[src/verilog/risr2_defines.svh]
// offsets, masks, reset values and timing counts of the second status block
`ifndef RISR2_DEFINES_SVH
`define RISR2_DEFINES_SVH

`define RISR2_OFF_STATUS_ONE   8'h03
`define RISR2_OFF_STATUS_TWO   8'h04
`define RISR2_OFF_ENABLE_ONE   8'h05
`define RISR2_OFF_ENABLE_TWO   8'h06

`define RISR2_BIT_SYNC         7
`define RISR2_BIT_PRE_GOOD     6
`define RISR2_BIT_PRE_MISS     5
`define RISR2_BIT_SIG_LVL      4
`define RISR2_BIT_WAKEUP       3
`define RISR2_BIT_BATT_LOW     2
`define RISR2_BIT_OSC_OK       1
`define RISR2_BIT_POWER_UP     0

// flags that stay pending while their latched level stays high
`define RISR2_LATCH_MASK       8'h04
`define RISR2_ENABLE_RST       8'h00
`define RISR2_STATUS_RST       8'h00

`define RISR2_CLK_PERIOD_NS    100
`define RISR2_OSC_SETTLE_NS    1000
`define RISR2_OSC_SETTLE_CYC   ((`RISR2_OSC_SETTLE_NS + `RISR2_CLK_PERIOD_NS - 1) / `RISR2_CLK_PERIOD_NS)

`endif

[src/verilog/risr2_pkg.sv]
// types of the second status block
package risr2_pkg;

	typedef enum logic [1:0] {
		RISR2_OSC_IDLE   = 2'h0,
		RISR2_OSC_SETTLE = 2'h1,
		RISR2_OSC_READY  = 2'h3
	} risr2_osc_t;

	typedef struct packed {
		logic [7:0]  en_one;     // enable mask of first status
		logic [7:0]  en_two;     // enable mask of second status
		logic [7:0]  pend_one;   // latched events of first status
		logic [7:0]  pend_two;   // latched events of second status
		logic [7:0]  prev_one;   // sampled first status, one cycle old
		logic [7:0]  prev_two;   // live second status, one cycle old
		logic [7:0]  live_one;   // sampled first status
		logic        sync;       // sync word seen, packet running
		logic        pre;        // preamble seen, waiting for sync
		logic        miss;       // preamble miss, one cycle
		logic        rssi;       // signal above threshold
		logic        wut;        // wake-up expiry, one cycle
		logic        lbd;        // battery low, held
		logic        por;        // power-up seen, held
		risr2_osc_t  osc;        // oscillator settling state
		logic [15:0] osc_cnt;    // settling counter
		logic [7:0]  rdata;      // read answer
		logic        alert_n;    // interrupt line
	} risr2_state_t;

endpackage : risr2_pkg

[src/verilog/risr2.sv]
// second interrupt/status register, enables and shared host interrupt line
// Operation
// RULE1 - status two read at 04h, sync..power-up from bit 7 to 0
// RULE2 - status content undefined after reset; host must not rely on it
// RULE3 - sync flag rises on sync word, falls when packet is done
// RULE4 - preamble flag rises on preamble, falls on sync or sync timeout
// RULE5 - preamble miss flag set on receiver timeout, clears by itself
// RULE6 - signal level flag high while strength stays above threshold
// RULE7 - wake-up flag set when wake-up timer expires
// RULE8 - battery low latched even when disabled; interrupts once enabled
// RULE9 - oscillator flag high after settling time, low back in idle
// RULE10 - power-up flag set on power-on detection
// RULE11 - enabled flag rising pulls host_alert_n low
// RULE12 - reading status two releases alert and clears enabled flags
// RULE13 - disabled flags are live status, untouched by reads
// RULE14 - host should treat wake-up and preamble miss as interrupts
// RULE15 - enable bits for status two live at 06h, same positions
// RULE16 - first status register shares host_alert_n with its own enables
// RULE17 - alert stays low while any enabled flag in either register pends
`timescale 1ns/1ps
`include "risr2_defines.svh"
`default_nettype none

module risr2_status #(
	parameter int OSC_SETTLE_CYC = `RISR2_OSC_SETTLE_CYC
) (
	input  wire logic       mclk,               // system clock, 10 MHz
	input  wire logic       rst_n,              // synchronous reset, low
	input  wire logic [7:0] reg_addr,           // register offset
	input  wire logic [7:0] reg_wdata,          // write data
	input  wire logic       reg_wr,             // write strobe
	input  wire logic       reg_rd,             // read strobe
	output logic      [7:0] reg_rdata,          // read data, cycle after read
	input  wire logic       sync_found_evt,     // sync word detected
	input  wire logic       packet_done_evt,    // packet reception over
	input  wire logic       preamble_found_evt, // preamble detected
	input  wire logic       sync_timeout_evt,   // wait for sync expired
	input  wire logic       preamble_miss_evt,  // no preamble after rx on
	input  wire logic       signal_above_lvl,   // strength above threshold
	input  wire logic       wakeup_expiry_evt,  // wake-up timer expired
	input  wire logic       battery_low_evt,    // low battery detected
	input  wire logic       osc_request,        // xtal, tx or rx enabled
	input  wire logic       power_up_evt,       // power-on detected
	input  wire logic [7:0] status_one_live,    // first status live levels
	output logic            host_alert_n        // interrupt to host, low
);

	risr2_pkg::risr2_state_t q;
	risr2_pkg::risr2_state_t next_q;

	logic [7:0] raw_two;
	logic [7:0] rise_one;
	logic [7:0] rise_two;
	logic [7:0] set_one;
	logic [7:0] set_two;
	logic [7:0] clr_one;
	logic [7:0] clr_two;
	logic [7:0] view_one;
	logic [7:0] view_two;
	logic       rd_one;
	logic       rd_two;

	// live flags of status two, ordered as read by the host
	// RULE1 flag bit order
	assign raw_two = {q.sync, q.pre, q.miss, q.rssi, q.wut, q.lbd,
		q.osc == risr2_pkg::RISR2_OSC_READY, q.por};

	// reads of either status register
	assign rd_one = reg_rd && (reg_addr == `RISR2_OFF_STATUS_ONE);
	assign rd_two = reg_rd && (reg_addr == `RISR2_OFF_STATUS_TWO);

	// rising edges, set and read-clear terms
	// RULE11 rise detection
	assign rise_one = q.live_one & ~q.prev_one;
	assign rise_two = raw_two & ~q.prev_two;
	// RULE12 clear enabled on read
	assign clr_one  = rd_one ? q.en_one : 8'h00;
	assign clr_two  = rd_two ? q.en_two : 8'h00;
	assign set_one  = rise_one & q.en_one;
	// RULE8 latched event re-arms
	assign set_two  = (rise_two | (raw_two & `RISR2_LATCH_MASK & ~clr_two)) & q.en_two;

	// what the host sees: pending where enabled, live where not
	// RULE13 disabled bits live
	assign view_one = (q.pend_one & q.en_one) | (q.live_one & ~q.en_one);
	assign view_two = (q.pend_two & q.en_two) | (raw_two & ~q.en_two);

	// next state of the whole block
	always_comb begin
		next_q          = q;
		next_q.live_one = status_one_live;
		next_q.prev_one = q.live_one;
		next_q.prev_two = raw_two;
		// RULE6 live signal level
		next_q.rssi     = signal_above_lvl;
		// RULE3 sync flag
		if (sync_found_evt) begin
			next_q.sync = 1'b1;
		end else if (packet_done_evt) begin
			next_q.sync = 1'b0;
		end
		// RULE4 preamble flag
		if (preamble_found_evt) begin
			next_q.pre = 1'b1;
		end else if (sync_found_evt || sync_timeout_evt) begin
			next_q.pre = 1'b0;
		end
		// RULE5 self clearing miss
		next_q.miss = preamble_miss_evt;
		// RULE7 wake-up expiry
		next_q.wut  = wakeup_expiry_evt;
		// RULE8 battery low latch
		if (battery_low_evt) begin
			next_q.lbd = 1'b1;
		end else if (clr_two[`RISR2_BIT_BATT_LOW]) begin
			next_q.lbd = 1'b0;
		end
		// RULE10 power-up latch
		if (power_up_evt) begin
			next_q.por = 1'b1;
		end else if (clr_two[`RISR2_BIT_POWER_UP]) begin
			next_q.por = 1'b0;
		end
		// RULE9 oscillator settling
		case (q.osc)
			risr2_pkg::RISR2_OSC_IDLE: begin
				next_q.osc_cnt = 16'h0000;
				if (osc_request) begin
					next_q.osc = risr2_pkg::RISR2_OSC_SETTLE;
				end
			end
			risr2_pkg::RISR2_OSC_SETTLE: begin
				if (!osc_request) begin
					next_q.osc = risr2_pkg::RISR2_OSC_IDLE;
				end else if (q.osc_cnt >= 16'(OSC_SETTLE_CYC - 1)) begin
					next_q.osc = risr2_pkg::RISR2_OSC_READY;
				end else begin
					next_q.osc_cnt = q.osc_cnt + 16'h0001;
				end
			end
			risr2_pkg::RISR2_OSC_READY: begin
				if (!osc_request) begin
					next_q.osc = risr2_pkg::RISR2_OSC_IDLE;
				end
			end
			default: begin
				next_q.osc = risr2_pkg::RISR2_OSC_IDLE;
			end
		endcase
		// RULE16 first register pending
		next_q.pend_one = (q.pend_one & ~clr_one) | set_one;
		// RULE11 set wins over read
		next_q.pend_two = (q.pend_two & ~clr_two) | set_two;
		// RULE15 enable registers
		if (reg_wr && reg_addr == `RISR2_OFF_ENABLE_ONE) begin
			next_q.en_one = reg_wdata;
		end
		if (reg_wr && reg_addr == `RISR2_OFF_ENABLE_TWO) begin
			next_q.en_two = reg_wdata;
		end
		// read answer, zero when unmapped or idle
		next_q.rdata = 8'h00;
		if (reg_rd) begin
			case (reg_addr)
				`RISR2_OFF_STATUS_ONE: next_q.rdata = view_one;
				`RISR2_OFF_STATUS_TWO: next_q.rdata = view_two;
				`RISR2_OFF_ENABLE_ONE: next_q.rdata = q.en_one;
				`RISR2_OFF_ENABLE_TWO: next_q.rdata = q.en_two;
				default:               next_q.rdata = 8'h00;
			endcase
		end
		// RULE17 alert while anything pends
		next_q.alert_n = ~|((next_q.pend_one & next_q.en_one) |
			(next_q.pend_two & next_q.en_two));
	end

	// state register
	always_ff @(posedge mclk) begin
		if (!rst_n) begin
			q         <= '0;
			q.en_one  <= `RISR2_ENABLE_RST;
			q.en_two  <= `RISR2_ENABLE_RST;
			// RULE2 status reset chosen
			q.pend_two <= `RISR2_STATUS_RST;
			q.osc     <= risr2_pkg::RISR2_OSC_IDLE;
			q.alert_n <= 1'b1;
		end else begin
			q <= next_q;
		end
	end

	assign reg_rdata    = q.rdata;
	assign host_alert_n = q.alert_n;
endmodule : risr2_status

`default_nettype wire

[config.mk]
export PLATFORM = sky130hd
export DESIGN_NAME = risr2_status
export DESIGN_NICKNAME = d
export VERILOG_FILES = /design/src/verilog/risr2_pkg.sv /design/src/verilog/risr2.sv
export VERILOG_INCLUDE_DIRS = /design/src /design/src/verilog
export SDC_FILE = /design/constraint.sdc
export NUM_CORES = 1
export LEC_CHECK = 0
export ABC_AREA = 1
export ABC_CLOCK_PERIOD_IN_PS = 1400
export BUFFER_PORTS_ARGS = -buffer_cell sky130_fd_sc_hd__buf_2
export CORE_UTILIZATION = 35
export CTS_BUF_LIST = sky130_fd_sc_hd__clkbuf_4
export CTS_CLUSTER_SIZE = 10
export DETAILED_ROUTE_END_ITERATION = 10
export PLACE_DENSITY = 0.58
export SLEW_MARGIN = 20
export SYNTH_ARGS = -nofsm -noshare
export SYNTH_HDL_FRONTEND = slang
export SYNTH_SLANG_ARGS = --single-unit
export TNS_END_PERCENT = 100
[constraint.sdc]
create_clock -name mclk -period 1.4 [get_ports mclk]
set_input_delay 0.28 -clock mclk [delete_from_list [all_inputs] [get_ports mclk]]
set_output_delay 0.28 -clock mclk [all_outputs]
set_load 0.01 [all_outputs]
==> impl_metrics.tcl, run 1 <==
set metrics [dict create \
    status "finished with violations" \
    violations "setup timing" \
    placed_cell_area_um2 4661 \
    die_h_um 108.8 \
    synth_nets 587 \
    netlist.area_leader.share 0.4511 \
    skew_ns 0.01634 \
    wl_per_cell_um 12.14 \
    synthFlopType "dfxtp_1" \
    grt_pass1_wl_mm 15.64 \
    critPathLaunchType "flop" \
    netSwitchingPower_mw 1.106 \
    totalWireLength_mm 9.555 \
    syn_area_per_cell_um2 7.315 \
    firstDrtPassIters 4 \
    tightest_slew_ns 0.4189 \
    end_kind "flop" \
    hpwl_mm 6.714 \
    io_pins 47 \
    fin_crit_ns 1.422 \
    drv_cap 0 \
    preCtsSetupSlack_ns -0.3087 \
    area_growth_syn_to_layout_pct 24.84 \
    yosysTopAreaCell "dfxtp_1" \
    required_ns 1.75 \
    antenna_cells 0 \
    gr-usage-all-layers 0.1742 \
    synthTopCellsByArea "dfxtp_1, nand2_1, inv_1" \
    overflow 0 \
    synthesis.area_um2 3994 \
    cts_inserted_buffers 9 \
    start_util 0.3636 \
    power.share.combinational 0.074 \
    holdWs_ns 0.01768 \
    final_area_um2 4986 \
    drv_slew 0 \
    netlist_instances 546 \
    routed.top_layer "met5" \
    yosys_warnings 0 \
    synth_seq_cells 90 \
    nets 683 \
    antenna_found_initial 1 \
    insertion_delay_ns 0.44 \
    netlist-cell-type-count 34 \
    path_class "reg2reg" \
    p_total_mw 4.214 \
    row_count 38 \
    vias 3638 \
    clockPowerShare 0.300 \
    power_frac_seq 0.626 \
    cp_max_fo 4 \
    hold_violations 0 \
    grt_max_degree 53 \
    wl_met1_mm 4.219 \
    grt_setup_unrepaired "yes" \
    p_leak_nw 2.359 \
    dieArea_um2 11840 \
    intPower_mw 3.108 \
    cts_tree "done" \
    fin_tns_setup_ns -0.04016 \
    drc 0 \
    globalplace.congestion 0.8269 \
    powerDensity_nw_per_um2 845.2 \
    viasPerCell 4.623 \
    setup_viol 2 \
    htree_levels 3 \
    die_w_um 108.8 \
    drtAntennaViolNets 0 \
    ir_worst_vdd_mv 0.6032 \
    async_flop_share 0 \
    drt_iter0_drc 140 \
    synth-seq-area-share 0.4511 \
    wl_met2_mm 4.807 \
    core_area_um2 10980 \
    swShare 0.2625 \
    fin_crit_sh 1.016 \
    cts_sinks 90 \
    crit_arrival_ns 1.77 \
    max_freq_mhz 703.1 \
    wl_met3_um 405 \
    clk_pin_slew_ns 0.14 \
    grt_pass1_vias 3441 \
    hp-class "in2reg" \
    drive_above_1_share 0.2427 \
    synth_edf_count 0 \
    worst_slack_ns -0.02228 \
    slew-limit-headroom 0.7199 \
    clk_path_buf_depth 2 \
    ctsRootBufferMaster "clkbuf_4" \
    port_buffers 46 \
]
## what timing repair did
item                       4_1_cts  5_1_grt
buffers inserted                 0        1
gates cloned                     0        0
pin swaps                        5        8
gates resized for setup         10       18
setup endpoints to repair        7       17
hold buffers                    11        0
hold endpoints to repair        11        0
## cells in the mapped netlist (6+ instances only)
| library cell | n |
|---|---|
| nor2_1 | 44 |
| nor3_1 | 11 |
| nand2_1 | 150 |
| a21oi_1 | 32 |
| nand3b_1 | 11 |
| nor2_4 | 6 |
| o21ai_1 | 11 |
| inv_1 | 85 |
| nand3_1 | 25 |
| clkbuf_1 | 8 |
| buf_4 | 8 |
| o21ai_0 | 18 |
| dfxtp_1 | 90 |
| a31oi_1 | 6 |
## power groups by stage
stage	registers [mW]	clock network [mW]	logic, mW
global placement	2.69	0	0.280
detailed placement	2.69	0	0.285
finish	2.64	1.26	0.314
floorplan	2.68	0	0.146
global route	2.65	1.42	0.347
CTS	2.64	1.31	0.313
## cell type report
| class | count | area [um2] |
|---|---|---|
| tap | 140 | 175.2 |
| sequential | 90 | 1805 |
| inverter | 89 | 336.6 |
| timing repair buffer | 110 | 790.8 |
| fill | 1119 | 5997 |
| clock buffer | 9 | 67.56 |
| multi-input combinational | 342 | 1767 |
| clock inverter | 7 | 43.79 |
## worst max-delay path, stage by stage, from the launching register on
cell and delay, ns:
dfxtp_2 0.35, inv_2 0.05, ha_4 0.15, nor2_1 0.08, nand2_1 0.06, nand2_1 0.07, nand3_2 0.11, o21bai_4 0.18
buf_6 0.13, nand3_2 0.06, nand2_2 0.06, nor2_2 0.03
## layout by cell type, fill, tap and decap left out, types with 2 or more instances in the layout
cell type	count
a31oi_1	6
nand3b_1	11
buf_12	3
clkbuf_4	9
nand3_2	4
ha_4	2
nand2_2	8
clkinv_2	3
inv_6	2
buf_4	46
dfxtp_1	87
nor2_2	2
nand2_4	2
nand3_4	2
nor2_4	7
dlygate4sd3_1	11
o32ai_1	4
dfxtp_2	3
inv_2	5
nor2_1	41
clkinv_1	2
buf_2	46
buf_6	4
nand4_1	2
o21ai_1	12
a21oi_1	31
nand3_1	23
inv_1	82
nor3_1	10
o21ai_0	17
nand2_1	147
## layer usage
metal | global-route usage | vias up
met4 | 0.05598 | 2
met5 | 0 | -
met2 | 0.3205 | 73
li1 | - | 1889
met3 | 0.04304 | 14
met1 | 0.1954 | 1660
## kinds of logic (layout without fill, tap and decap cells)
kind of cell	count (synthesis)	count (layout)	synth area share
XOR/XNOR	1	1	0.002193
AND/OR/NAND/NOR	263	263	0.3036
buffers and inverters	114	215	0.1269
AO/OA/AOI/OAI	75	75	0.1068
adder cells (fa/ha/maj)	3	3	0.009399
flip-flops	90	90	0.4511
## state kept, by name, indices dropped and copies added (netlist names)
| signal | cells |
|---|---|
| q | 66 |
| next_q | 15 |
| reg_rdata | 8 |
| host_alert_n | 1 |
## through the flow
step / instances / util
floorplan: 546 / -
global placement: 759 / 0.4244
detailed placement: 759 / 0.4244
CTS: 786 / 0.4485
global route: 787 / 0.4540
finish: 787 / 0.4540
## final timing paths
check,depth (start not counted),end,slack (ns),from
setup reg to reg,11,q[11],-0.02,q[10]
hold reg to reg,2,q[46],0.44,next_q[46]
setup / recovery,11,q[11],-0.02,q[10]
hold / removal,3,next_q[54],0.02,status_one_live[4]
Power figures use the tool's default switching activity.
==> run 2: changes to the inputs <==
- ABC_CLOCK_PERIOD_IN_PS: 1400 -> 1200
- clock period: 1.4 -> 1.2 ns (I/O delays scaled with it)
==> impl_metrics.tcl, run 2 (synthesis gave the netlist of run 1 again) <==
set metrics [dict create \
    drive_above_1_share 0.2838 \
    grt_pass1_vias 3451 \
    cts_tree "done" \
    gr-usage-all-layers 0.1792 \
    core_area_um2 10980 \
    ir_worst_vdd_mv 0.9263 \
    r2r_setup_slack_ns -0.26 \
    firstDrtPassIters 5 \
    r2r-end "q[12]" \
    largest_reg_flops 66 \
    critPathLaunchType "flop" \
    max_freq_mhz 686.7 \
    drc 0 \
    grt_max_degree 48 \
    fin_crit_sh 1.214 \
    slew-limit-headroom 0.7461 \
    overflow 0 \
    globalplace.congestion 0.8429 \
    path_class "reg2reg" \
    hp-class "in2reg" \
    ctsRootBufferMaster "clkbuf_4" \
    clk_path_buf_depth 2 \
    totalWireLength_mm 10.11 \
    status "finished with violations" \
    crit_end "q[12]" \
    start_util 0.3636 \
    critPathMostFrequentCell "nand2_1" \
    antenna_cells 0 \
    top_register "q" \
    hpwl_mm 6.992 \
    insertion_delay_ns 0.46 \
    violations "setup timing" \
    hold_violations 0 \
    grt_setup_unrepaired "yes" \
    place_inst 763 \
    crit_start "q[10]" \
    drv_slew 0 \
    fin_crit_ns 1.456 \
    critPathBufInv 2 \
    p_total_mw 5.247 \
    htree_levels 3 \
    grt_pass1_wl_mm 16.08 \
    die_h_um 108.8 \
    antenna_found_initial 0 \
    worst_slack_ns -0.2563 \
    end_kind "flop" \
    slowest_stage "dfxtp_2" \
    nets 702 \
    wl_per_cell_um 12.55 \
    reg2reg_depth 10 \
    cts_inserted_buffers 9 \
    drv_cap 0 \
    setup_viol 17 \
    drt_iter0_drc 153 \
    layout.cells.non_filler 806 \
    viasPerCell 4.666 \
    final_common_cell "nand2_1" \
    final_area_um2 5308 \
    crit_arrival_ns 1.87 \
    cp_cell_sequence "inv_2 -> ha_4 -> nor2_4 -> nand2_1 -> nand2_1 -> nand3_2 -> o21bai_4 -> buf_4 -> nand3b_1 -> a21oi_2" \
    slowest_delay_ns 0.36 \
    die_w_um 108.8 \
    cts_sinks 90 \
    critPathTopFamily "simple AND/OR/NAND/NOR gates" \
    reg2reg_from "q[10]" \
    io_pins 47 \
    final_cell_mix "nand2_1, dfxtp_1, inv_1" \
    drtAntennaViolNets 0 \
    hold_depth 4 \
    required_ns 1.62 \
    p_leak_nw 2.494 \
    powerDensity_nw_per_um2 988.5 \
    placed_cell_area_um2 4776 \
    skew_ns 0.02452 \
    vias 3761 \
    tightest_slew_ns 0.3774 \
    cp_num_cells 10 \
    area_growth_syn_to_layout_pct 32.89 \
    dieArea_um2 11840 \
    cp_max_fo 6 \
    clk_pin_slew_ns 0.16 \
    row_count 38 \
    port_buffers 46 \
    fin_tns_setup_ns -3.565 \
    n_fill_cell 1121 \
]
==> run 2: worst min path at each step <==
stage | start | to | slack (ns)
detailed placement | next_q[46] | q[46] | 0.42
global route | sync_found_evt | next_q[49] | 0.04
global placement | status_one_live[7] | next_q[57] | 0.42
CTS | sync_timeout_evt | next_q[48] | 0.03
floorplan | wakeup_expiry_evt | next_q[45] | 0.34
finish | sync_timeout_evt | next_q[48] | 0.04
==> run 2: power breakdown <==
| part | switching [mW] | leakage (nW) | total [mW] | internal [mW] |
|---|---|---|---|---|
| Combinational | 0.227 | 1.69 | 0.421 | 0.194 |
| Sequential | 0.0343 | 0.735 | 3.07 | 3.04 |
| Clock | 1.10 | 0.0729 | 1.75 | 0.649 |
==> run 2: metrics by stage <==
step | util | hold slack (ns) | setup slack [ns]
after floorplan | - | 0.3376 | -0.1304
after CTS | 0.4648 | 0.02775 | -0.2329
after detailed placement | 0.4348 | 0.4212 | -0.4663
final | 0.4833 | 0.04437 | -0.2563
after global placement | 0.4348 | 0.4222 | -0.4393
after global routing | 0.4833 | 0.04363 | -0.3559
==> run 2: cell type report <==
type / count / area (um2) / share of cell area
Clock inverter: 7 / 76.32 / 0.01438
Inverter: 89 / 336.6 / 0.06341
Timing Repair Buffer: 128 / 992.2 / 0.1869
Clock buffer: 9 / 67.56 / 0.01273
Sequential cell: 90 / 1815 / 0.3421
Tap cell: 140 / 175.2 / 0.03300
Multi-Input combinational cell: 343 / 1844 / 0.3475
==> run 2: per-layer routing <==
| metal | track usage | wire (um) |
|---|---|---|
| met1 | 0.2198 | 4593 |
| met2 | 0.3110 | 4934 |
| met3 | 0.04543 | 447 |
| met4 | 0.04633 | 136 |
| met5 | 0 | 0 |
==> run 2: worst register-to-register path, stage by stage, from the launching register on <==
cell and delay (ns):
dfxtp_2 0.36, inv_2 0.05, ha_4 0.15, nor2_4 0.07, nand2_1 0.05, nand2_1 0.06
nand3_2 0.11, o21bai_4 0.21, buf_4 0.15, nand3b_1 0.08, a21oi_2 0.14
==> run 2: repair_timing <==
| action | CTS | global route |
|---|---|---|
| cloned | 0 | 2 |
| setup buffers | 0 | 9 |
| hold buffers | 16 | 0 |
| resized for setup | 10 | 24 |
| endpoints found under the setup margin | 21 | 27 |
| pin swaps | 5 | 5 |
| hold endpoints to repair | 17 | 0 |
==> run 3: changes to the inputs <==
- ABC_AREA: 1 -> not set
==> impl_metrics.tcl, run 3 <==
set metrics [dict create \
    status "finished with violations" \
    violations "setup timing" \
    overflow 0 \
    firstDrtPassIters 4 \
    insertion_delay_ns 0.48 \
    async_flop_share 0 \
    drc 0 \
    start_util 0.3667 \
    fin_crit_sh 1.761 \
    synth_common_cells "dfxtp_1, nand2_1, a21oi_1, and2_1, nor2_1" \
    die_h_um 109.5 \
    slowest_delay_ns 0.40 \
    post-route-util 0.5676 \
    top_register "q" \
    die_w_um 109.5 \
    row_count 38 \
    drv_slew 0 \
    nets 685 \
    place_inst 731 \
    io_pins 47 \
    path_class "reg2reg" \
    worst_slack_ns -0.9136 \
    drv_cap 0 \
    reg2reg_depth 8 \
    cp_cell_sequence "inv_2 -> ha_4 -> or3b_4 -> a2111oi_4 -> a41oi_2 -> nand4b_1 -> nor3_2 -> o21a_1" \
    critPathLaunchType "flop" \
    slowest_stage "or3b_4" \
    synth_seq_cells 90 \
    clk_path_buf_depth 2 \
    hp-class "in2reg" \
    final_common_cell "buf_4" \
    powerDensity_nw_per_um2 860.0 \
    final_cell_mix "buf_4, dfxtp_1, nand2_1" \
    synthFlopType "dfxtp_1" \
    fin_crit_ns 2.114 \
    synth-seq-area-share 0.4454 \
    cts_tree "done" \
    drive_above_1_share 0.4145 \
    max_freq_mhz 473.1 \
    r2r_setup_slack_ns -0.91 \
    htree_levels 3 \
    vias 3994 \
    hold_end "next_q[42]" \
    port_buffers 46 \
    hold_violations 0 \
    crit_arrival_ns 2.55 \
    fin_tns_setup_ns -16.82 \
    yosysTopAreaCell "dfxtp_1" \
    dieArea_um2 11990 \
    grt_max_degree 27 \
    critPathTopFamily "simple AND/OR/NAND/NOR gates" \
    grt_pass1_vias 3911 \
    preCtsSetupSlack_ns -1.282 \
    largest_reg_flops 66 \
    synthesis.area_um2 4045 \
    globalplace.congestion 0.8510 \
    critPathBufInv 1 \
    cp_max_fo 4 \
    setup_viol 37 \
    cts_inserted_buffers 9 \
    slew-limit-headroom 0.7332 \
    drtAntennaViolNets 0 \
    synth_edf_count 0 \
    ctsRootBufferMaster "clkbuf_4" \
    netlist_instances 467 \
    min_from "power_up_evt" \
    gr-usage-all-layers 0.2119 \
    core_area_um2 11030 \
    yosys_warnings 0 \
    synthTopCellsByArea "dfxtp_1, and2_1, a21oi_1" \
    hpwl_mm 8.300 \
    grt_pass1_wl_mm 18.93 \
    clk_pin_slew_ns 0.14 \
    syn_area_per_cell_um2 8.662 \
    synth.most_common_cell "dfxtp_1" \
    required_ns 1.63 \
    antenna_cells 0 \
    netlist.area_leader.share 0.4454 \
    antenna_found_initial 0 \
    tightest_slew_ns 0.4002 \
    ir_worst_vdd_mv 0.7645 \
    drt_iter0_drc 193 \
    end_kind "flop" \
    grt_setup_unrepaired "yes" \
    wl_per_cell_um 15.42 \
    synth_nets 508 \
    skew_ns 0.03366 \
    viasPerCell 5.062 \
    totalWireLength_mm 12.17 \
    p_leak_nw 2.638 \
    layout.cells.non_filler 789 \
    area_growth_syn_to_layout_pct 54.78 \
    reg2reg_from "q[10]" \
    cts_sinks 90 \
    hold_depth 3 \
    holdWs_ns 0.01874 \
    netlist-cell-type-count 54 \
    r2r-end "q[24]" \
]
==> run 3: layout make-up <==
class                   count  area, um2
repair buffers            194       1634
clock buffers              10      75.07
fillers                   948       4770
clock inverters             6      65.06
multi-input cells         328       2422
flip-flops and latches     90       1810
inverters                  21      78.83
well taps                 140      175.2
==> run 3: how the worst max path moves through the flow <==
stage                     cells after the start  slack, ns            to        start
after floorplan                               8      -1.02  host_alert_n  reg_addr[5]
after global placement                        8      -1.17  host_alert_n  reg_addr[5]
after detailed placement                      7      -1.28  host_alert_n  reg_addr[5]
after CTS                                     8      -0.89         q[24]        q[10]
after global routing                          8      -1.04         q[24]         q[9]
final                                         8      -0.91         q[24]        q[10]
==> run 3: through the flow <==
| stage | total power, mW | area, um2 |
|---|---|---|
| 3_3_place_gp | 3.568 | 5235 |
| 3_5_place_dp | 3.579 | 5235 |
| 6_report | 5.384 | 6261 |
| 5_1_grt | 5.604 | 6261 |
| 4_1_cts | 5.413 | 5981 |
| 2_1_floorplan | 3.323 | 4183 |
==> run 3: logic make-up after synthesis <==
kind of cell	after synthesis	share of synthesized area
buf+inv	50	0.05660
xor+xnor	2	0.004331
compound gates	133	0.2199
fa+ha+maj	3	0.009280
mux	8	0.02134
simple gates	181	0.2431
flops	90	0.4454
==> run 3: what timing repair did <==
item	in CTS	in global routing
hold endpoints to repair	18	0
pin swaps	29	22
endpoints found under the setup margin	44	53
setup buffers	16	17
gates resized for setup	71	54
hold buffers	17	0
cloned	3	0
==> run 3: worst min-delay path: stages <==
cell and delay [ns]:
buf_2 0.09, a21oi_2 0.03, nor2b_1 0.09
==> run 3: routing by layer <==
metal	vias to the layer above	GRT usage	part of all wire
met1	1909	0.2602	0.44
met2	83	0.3594	0.49
met4	0	0.07714	0.018
met3	19	0.05098	0.045
li1	1983	-	-
met5	-	0	0
==> run 3: power by group <==
group | switching [mW] | total (mW) | leakage [nW] | internal, mW
clock network | 1.07 | 1.73 | 0.0784 | 0.663
registers | 0.0339 | 3.08 | 0.734 | 3.04
logic | 0.262 | 0.580 | 1.83 | 0.318
